**config.mk**
```make
export PLATFORM = sky130hd
export DESIGN_NAME = led_current_sink_control
export DESIGN_NICKNAME = d
export VERILOG_FILES = /design/src/logic/led_sink_pkg.sv /design/src/logic/sink_channel.sv /design/src/logic/reg_reader.sv /design/src/logic/led_current_sink_control.sv
export SDC_FILE = /design/constraint.sdc
export NUM_CORES = 1
export LEC_CHECK = 0
export BUFFER_PORTS_ARGS = -buffer_cell sky130_fd_sc_hd__buf_2
export CORE_MARGIN = 2
export CORE_UTILIZATION = 40
export DETAILED_ROUTE_END_ITERATION = 8
export GPL_TIMING_DRIVEN = 0
export PLACE_DENSITY = 0.7
export SETUP_SLACK_MARGIN = 0.4
export SLEW_MARGIN = 30
export SYNTH_ARGS = -nofsm -noshare
export SYNTH_HDL_FRONTEND = slang
export SYNTH_SLANG_ARGS = --single-unit
```
**constraint.sdc**
```tcl
create_clock -name mclk -period 2.96 [get_ports mclk]
set_clock_uncertainty 0.1 [all_clocks]
set_input_delay 0.296 -clock mclk [delete_from_list [all_inputs] [get_ports mclk]]
set_output_delay 0.296 -clock mclk [all_outputs]
set_load 0.005 [all_outputs]
```
**src/logic/led_sink_pkg.sv**
```systemverilog
// Function
// - sink a enable bit sits at bit 0 of the power enable register, resets 0
// - sink b enable bit sits at bit 1 of the same register, resets 0
// - bit 12 of each driver register keeps the sink on in sleep when set
// - bit 15 of each driver register aliases that sink's single enable bit
// - bits 5 to 0 of each driver register hold an unsigned current code
// - current code maps logarithmically, doubling every four codes from 4.05 uA
// - the two current codes are separate; writing one leaves the other alone
// - only the two constant current sinks carry enable and sleep bits
// - a sink drives current only while its enable bit is set
package led_sink_pkg;

   // ***************************************************************
   // register map
   // ***************************************************************
   localparam logic [7:0]  POWER_ENABLES_OFS = 8'h0E;
   localparam logic [7:0]  SINK_A_CTRL_OFS   = 8'hAC;
   localparam logic [7:0]  SINK_B_CTRL_OFS   = 8'hAE;
   localparam logic [7:0]  SINK_STATUS_OFS   = 8'hB8;

   // ***************************************************************
   // field positions and reset values
   // ***************************************************************
   localparam int          EN_A_BIT          = 0;
   localparam int          EN_B_BIT          = 1;
   localparam int          CTRL_EN_BIT       = 15;
   localparam int          CTRL_KEEP_BIT     = 12;
   localparam int          CODE_MSB          = 5;
   localparam int          CODE_W            = 6;
   localparam logic [5:0]  CODE_RESET        = 6'h00;
   localparam int          STAT_A_ON_BIT     = 0;
   localparam int          STAT_B_ON_BIT     = 1;
   localparam int          STAT_SLEEP_BIT    = 2;
   localparam int          STAT_SLEEP_AGE_LSB = 8;
   localparam logic [15:0] UNMAPPED_READ     = 16'h0000;

   // ***************************************************************
   // current scale: 4.05 uA at code 0, doubling every 4 codes
   // ***************************************************************
   localparam int          BASE_NA           = 4050;
   localparam int          CODES_PER_DOUBLE  = 4;

   typedef struct packed {
      logic       enable;
      logic       sleep_keep;
      logic [5:0] current_code;
   } sink_cfg_t;

   typedef struct packed {
      logic [7:0]  addr;
      logic [15:0] wdata;
      logic        wr;
      logic        rd;
   } reg_req_t;

endpackage

```
**src/logic/sink_channel.sv**
```systemverilog
`timescale 1ns/1ps
module sink_channel
   import led_sink_pkg::*;
(
   // clock and reset
   input  wire logic                   mclk,
   input  wire logic                   rst,
   // settings and sleep state
   input  wire led_sink_pkg::sink_cfg_t cfg,
   input  wire logic                   sleep,
   // analog drive
   output logic                        drive_on,
   output logic [5:0]                  drive_code
);
   import led_sink_pkg::*;

   always_ff @(posedge mclk) begin
      if (rst) begin
         drive_on <= 1'b0;
      end else begin
         drive_on <= cfg.enable & (~sleep | cfg.sleep_keep);
      end
   end

   always_ff @(posedge mclk) begin
      if (rst) begin
         drive_code <= CODE_RESET;
      end else begin
         drive_code <= cfg.current_code;
      end
   end
endmodule // sink_channel

```
**src/logic/reg_reader.sv**
```systemverilog
`timescale 1ns/1ps
module reg_reader
   import led_sink_pkg::*;
(
   // clock and reset
   input  wire logic        mclk,
   input  wire logic        rst,
   // read request and mapped word
   input  wire logic        rd,
   input  wire logic [15:0] word,
   // registered read data
   output logic [15:0]      rdata
);
   import led_sink_pkg::*;

   // data stands one cycle after the strobe and only there
   always_ff @(posedge mclk) begin
      if (rst) begin
         rdata <= UNMAPPED_READ;
      end else if (rd) begin
         rdata <= word;
      end else begin
         rdata <= UNMAPPED_READ;
      end
   end
endmodule // reg_reader

```
**src/logic/led_current_sink_control.sv**
```systemverilog
`timescale 1ns/1ps
module led_current_sink_control
   import led_sink_pkg::*;
(
   // clock and reset
   input  wire logic        mclk,
   input  wire logic        rst,
   // register port
   input  wire logic [7:0]  addr,
   input  wire logic [15:0] wdata,
   input  wire logic        wr,
   input  wire logic        rd,
   output logic [15:0]      rdata,
   // power state
   input  wire logic        sleep,
   // sink drive
   output logic             sink_a_pin,
   output logic [5:0]       sink_a_current,
   output logic             sink_b_pin,
   output logic [5:0]       sink_b_current
);
   import led_sink_pkg::*;

   // ***************************************************************
   // stored settings
   // ***************************************************************
   logic       sink_a_enable_reg;
   logic       sink_b_enable_reg;
   logic       sink_a_sleep_keep_reg;
   logic       sink_b_sleep_keep_reg;
   logic [5:0] sink_a_current_code_reg;
   logic [5:0] sink_b_current_code_reg;
   logic [7:0] sleep_age_reg;
   logic [15:0] read_word;
   sink_cfg_t  cfg_a;
   sink_cfg_t  cfg_b;

   // ***************************************************************
   // enable bits, one store reached at two addresses
   // ***************************************************************
   always_ff @(posedge mclk) begin
      if (rst) begin
         sink_a_enable_reg <= 1'b0;
         sink_b_enable_reg <= 1'b0;
      end else if (wr) begin
         if (addr == POWER_ENABLES_OFS) begin
            sink_a_enable_reg <= wdata[EN_A_BIT];
            sink_b_enable_reg <= wdata[EN_B_BIT];
         end else if (addr == SINK_A_CTRL_OFS) begin
            sink_a_enable_reg <= wdata[CTRL_EN_BIT];
         end else if (addr == SINK_B_CTRL_OFS) begin
            sink_b_enable_reg <= wdata[CTRL_EN_BIT];
         end
      end
   end

   // ***************************************************************
   // sleep keep and current code, one register per sink
   // ***************************************************************
   always_ff @(posedge mclk) begin
      if (rst) begin
         sink_a_sleep_keep_reg   <= 1'b0;
         sink_a_current_code_reg <= CODE_RESET;
      end else if (wr && addr == SINK_A_CTRL_OFS) begin
         sink_a_sleep_keep_reg   <= wdata[CTRL_KEEP_BIT];
         sink_a_current_code_reg <= wdata[CODE_MSB:0];
      end
   end

   always_ff @(posedge mclk) begin
      if (rst) begin
         sink_b_sleep_keep_reg   <= 1'b0;
         sink_b_current_code_reg <= CODE_RESET;
      end else if (wr && addr == SINK_B_CTRL_OFS) begin
         sink_b_sleep_keep_reg   <= wdata[CTRL_KEEP_BIT];
         sink_b_current_code_reg <= wdata[CODE_MSB:0];
      end
   end

   // saturating count of cycles spent asleep, for software to observe
   always_ff @(posedge mclk) begin
      if (rst) begin
         sleep_age_reg <= 8'h00;
      end else if (!sleep) begin
         sleep_age_reg <= 8'h00;
      end else if (sleep_age_reg != 8'hFF) begin
         sleep_age_reg <= sleep_age_reg + 8'h01;
      end
   end

   // ***************************************************************
   // read mux
   // ***************************************************************
   always_comb begin
      read_word = UNMAPPED_READ;
      unique case (addr)
         POWER_ENABLES_OFS: begin
            read_word[EN_A_BIT] = sink_a_enable_reg;
            read_word[EN_B_BIT] = sink_b_enable_reg;
         end
         SINK_A_CTRL_OFS: begin
            read_word[CTRL_EN_BIT]   = sink_a_enable_reg;
            read_word[CTRL_KEEP_BIT] = sink_a_sleep_keep_reg;
            read_word[CODE_MSB:0]    = sink_a_current_code_reg;
         end
         SINK_B_CTRL_OFS: begin
            read_word[CTRL_EN_BIT]   = sink_b_enable_reg;
            read_word[CTRL_KEEP_BIT] = sink_b_sleep_keep_reg;
            read_word[CODE_MSB:0]    = sink_b_current_code_reg;
         end
         SINK_STATUS_OFS: begin
            read_word[STAT_A_ON_BIT]  = sink_a_pin;
            read_word[STAT_B_ON_BIT]  = sink_b_pin;
            read_word[STAT_SLEEP_BIT] = sleep;
            read_word[STAT_SLEEP_AGE_LSB +: 8] = sleep_age_reg;
         end
         default: begin
            read_word = UNMAPPED_READ;
         end
      endcase
   end

   reg_reader u_reader (
      .mclk  (mclk),
      .rst   (rst),
      .rd    (rd),
      .word  (read_word),
      .rdata (rdata)
   );

   // ***************************************************************
   // sink drive; no control exists for the open-drain leds
   // ***************************************************************
   // two sinks only
   assign cfg_a = '{enable: sink_a_enable_reg, sleep_keep: sink_a_sleep_keep_reg,
                    current_code: sink_a_current_code_reg};
   assign cfg_b = '{enable: sink_b_enable_reg, sleep_keep: sink_b_sleep_keep_reg,
                    current_code: sink_b_current_code_reg};

   sink_channel u_sink_a (
      .mclk       (mclk),
      .rst        (rst),
      .cfg        (cfg_a),
      .sleep      (sleep),
      .drive_on   (sink_a_pin),
      .drive_code (sink_a_current)
   );

   sink_channel u_sink_b (
      .mclk       (mclk),
      .rst        (rst),
      .cfg        (cfg_b),
      .sleep      (sleep),
      .drive_on   (sink_b_pin),
      .drive_code (sink_b_current)
   );
endmodule // led_current_sink_control

```
After elaboration in Yosys (flattened, before gate mapping)
Cells that the tools add are included.

Bits of input ports: 29. Latch bits: 0. Bits in registers: 54. Memory bits (read-only): 0. Memories: 0. Output and inout port bits: 30. Logic and storage cells: 47. RAM bits: 0.

Bitwise logic cells: 7. $mul: 0. Eq/ne operators: 6. Reduce and logical (&&, ||, !) cells: 9. Shifts and indexed selects: 0. $add $sub $neg: 1. Multiplexer cells: 10. $lt $le $gt $ge: 0. Div/mod/pow operators: 0.

Operator list (count): equality test 8 bit, second input constant (3); case mux 1 bit (3 select lines) (3); adder 8 x 1 -> 8 bit, second input constant (1); equality test 8 x 4 -> 1 bit, second input constant (1); inequality test 8 bit, second input constant (1); case mux 2 bit (4 select lines) (1); case mux 3 bit (2 select lines) (1); two-way mux 1 bit (5); nonzero test 2 bit (2); OR reduction 2 bit (2); inverter 1 bit (3); AND reduction 3 bit (1); OR reduction 3 bit (1); AND 1 bit (2); logical AND 1 bit (2); inequality test 2 bit, second input constant (1); bitwise OR 1 bit (2); AND reduction 2 bit (1).

Longest topological paths before layout
Word-level depth: 4. Gate-level depth with buffers: 5. Gate-level depth less buffers: 5.

Cells and area by module
A second synthesis with hierarchy kept.

Cell total of the unflattened synthesis: 204. Area, all modules: 2135.8 sq um.

Modules (own cells, without submodules): led_current_sink_control (cells each 140, instances 1, seq. area each 480.5 sq um, area an instance 1252.5 sq um); reg_reader (cells each 34, instances 1, seq. area each 320.3 sq um, area an instance 490.5 sq um); sink_channel (cells each 15, instances 2, seq. area each 140.1 sq um, area an instance 196.4 sq um).

Worst setup path before layout
OpenSTA, ideal clock, no wires.

Path type: in2reg. Start: input addr[6]. End: register sink_a_current_code_reg[4]. Required time: 2.732 ns. Data arrival time: 1.207 ns. Path slack: 1.525 ns. Buffers on the path: 0. Setup time: 0.128 ns. Cell stages on the path: 4. Cells stage by stage: nand4b_2 nor3_4 mux2i_1 nor2_1.

Longest elaborated chain between the ends: 2.

Ends and longest elaborated chain: from (decl) (line led_current_sink_control.sv:9) `input wire logic [7:0] addr,`; equality test 8 bit (line led_current_sink_control.sv:64) `end else if (wr && addr == SINK_A_CTRL_OFS) begin`; logical AND 1 bit (line led_current_sink_control.sv:64); to (signal assigned) (line led_current_sink_control.sv:66) `sink_a_current_code_reg <= wdata[CODE_MSB:0];`; to (decl) (line led_current_sink_control.sv:31) `logic [5:0] sink_a_current_code_reg;`.

Every way passes these cells. A chain may end at the register's enable or synchronous reset.

Final worst setup path
Start: register sleep_age_reg[0]. End: register sleep_age_reg[1].

Longest elaborated chain between the ends: 1. Elaborated cells between the ends (all ways): 2. Those cells by class: add/sub (1); eq/ne (1).

Ends and longest elaborated chain: from (decl) (line led_current_sink_control.sv:33) `logic [7:0] sleep_age_reg;`; from (signal assigned) (line led_current_sink_control.sv:87) `sleep_age_reg <= sleep_age_reg + 8'h01;`; adder 8 x 1 -> 8 bit or inequality test 8 bit (tied branches) (line led_current_sink_control.sv:87, led_current_sink_control.sv:86).

Parallel ways exist; a longest one is shown, timed or not.

==> out/metrics.yaml <==
drc: 0
drtIter0Drc: 71
rsz0062_at_grt: "false"
die-area_mm2: 0.00563
synth_ff_type: "dfxtp_1"
synth_cell_types: 43
timing.hold.ws_ns: 0.106
die_y_um: 75.1
detailed_place_hpwl_um: 3170
drv_cap: 0
design.core.area_mm2: 0.00479
ir_drop_mv: 0.204
yosys_warnings: 0
gp_congestion: 0.828
cts_buffers: 5
min_period_ns: 1.58
numPortBuffers: 48
grtUsageTotal_pct: 16.6
synthCells: 201
cp.arrival_ns: 1.67
finalNetCount: 287
clkTransAtPathRegs_ns: 0.09
tritoncts: "done"
num_rows: 25
p_leak_nw: 1.03
fin_util_pct: 50.9
hold_viol: 0
cts_setup_buffers: 0
power_density_mw_per_mm2: 479
largest_register_ffs: 14
ant_nets: 0
cts_resized: 0
grt_pass1_wl_um: 6880
busiest_layer: "met2"
synth_area_leader_cell: "dfxtp_1"
report.final.slew_viol_count: 0
viasPerCell: 4.89
finalSetupTns_ns: 0
synth_top_area_share_pct: 51.5
fin_crit_sh_pct: 53.5
fmax_mhz: 632
grt_overflow: 0
routed_wl_um: 4210
grt_max_degree: 18
first_pass_iters: 4
gr-usage-met2_pct: 25.8
cts_root_buf: "clkbuf_8"
start_kind: "register"
synth_edf_count: 0
clock_sinks: 52
first_global_vias: 1489
grt_util_met3_pct: 4.69
worstSetupEndpointType: "register"
wire_per_inst_um: 12.9
worstPathRequired_ns: 3.05
die_w_um: 75.1
grtUsageMet1_pct: 21.6
fin_area_mm2: 0.00244
final-setup-viol-count: 0
vias: 1590
nFillCells: 472
cp_max_fo: 5
area_growth_pct: 20.7
placedInstanceArea_mm2: 0.00235
mappedNetlistArea_mm2: 0.00202
drive_gt1_share_pct: 26.0
antenna_found_initial: 0
hold_buffers: 0
clk_latency_ns: 0.31
hp-class: "input pin to register"
num_antenna_cells: 0
async_reset_ff_share_pct: 0
syn_area_per_cell_um2: 10.0
synth_area_leaders: "dfxtp_1 (52%), mux2i_1 (7.9%), nor2_1 (6.5%)"
synth-seq-area-share_pct: 51.5
synth-seq-cells: 52
h-tree-depth: 2
status: "finished clean"
crit_type: "register to register"
clock_path_buffers: 2
pin_count: 59
initial_utilization_pct: 42.2
-- layout make-up --
type	count	area (um2)	area share [%]
inverters	2	7.51	0.308
well taps	67	83.8	3.44
flip-flops and latches	52	1040	42.7
plain buffers	6	30.0	1.23
clock inverters	3	21.3	0.873
clock buffers	5	68.8	2.82
repair buffers	48	240	9.86
multi-input cells	142	945	38.8
-- cell families after synthesis --
| logic type | Yosys count | share of synthesized area, % |
|---|---|---|
| flops | 52 | 51.5 |
| buf+inv | 8 | 1.86 |
| compound gates | 26 | 9.73 |
| simple gates | 95 | 27.3 |
| fa+ha+maj | 1 | 0.619 |
| other cells | 1 | 0.186 |
| mux | 16 | 7.93 |
| xor+xnor | 2 | 0.868 |
-- per-layer routing --
layer  up-vias  wire, um
met4         0        82
met1       726      2010
met3         6       233
met5         -         0
li1        813         -
met2        45      1880
-- where the power goes --
group	switching (mW)	total (mW)	internal (mW)
registers	0.00207	0.703	0.701
clock network	0.235	0.403	0.168
logic	0.0368	0.0624	0.0256
-- stage by stage --
| stage | setup WS [ns] | cells | power, mW |
|---|---|---|---|
| final | 1.38 | 325 | 1.17 |
| after global routing | 1.22 | 325 | 1.21 |
| after CTS | 1.36 | 325 | 1.18 |
| after detailed placement | 1.20 | 317 | 0.781 |
| after global placement | 1.21 | 317 | 0.781 |
| after floorplan | 1.52 | 202 | 0.751 |
-- Yosys cell counts, types with 2 or more instances --
library cell / n
dfxtp_1: 52
nor2_1: 35
mux2i_1: 16
nor2b_1: 16
a22oi_1: 10
and2_1: 8
nand2_1: 5
nor3_1: 5
clkbuf_1: 4
a2bb2oi_1: 3
nand2b_1: 3
nor3b_1: 3
a211oi_1: 2
a31oi_1: 2
buf_4: 2
inv_1: 2
nand3_1: 2
nor3_2: 2
nor3b_2: 2
o22a_1: 2
or3_1: 2
xor2_1: 2
-- cell usage in the layout (no fill, tap or decap), drive strengths merged, types with 5 or more instances in the layout --
cell type,synthesis,final
buf,2,50
and2,8,8
mux2i,16,16
nor2b,16,16
nor3,8,8
dfxtp,52,52
clkbuf,4,9
a22oi,10,10
nor3b,5,5
nand2,5,5
nor2,35,35
-- worst paths after layout --
| path | from | to | slack [ns] | depth (start not counted) |
|---|---|---|---|---|
| max | sleep_age_reg[0]$_SDFFE_PP0P_ | sleep_age_reg[1]$_SDFFE_PP0P_ | 1.38 | 5 |
| min | sleep | u_sink_a.drive_on$_SDFF_PP0_ | 0.11 | 2 |
| min reg2reg | sink_b_current_code_reg[4]$_SDFFE_PP0P_ | u_sink_b.drive_code[4]$_SDFF_PP0_ | 0.38 | 1 |
| max reg2reg | sleep_age_reg[0]$_SDFFE_PP0P_ | sleep_age_reg[1]$_SDFFE_PP0P_ | 1.38 | 5 |
-- worst max-delay path, stage by stage, from the launching register on --
cell	delay, ns
dfxtp_1	0.41
ha_1	0.22
nand2_1	0.14
nor3_2	0.34
mux2i_1	0.22
nor2_1	0.05
(Power assumes the default switching activity.)
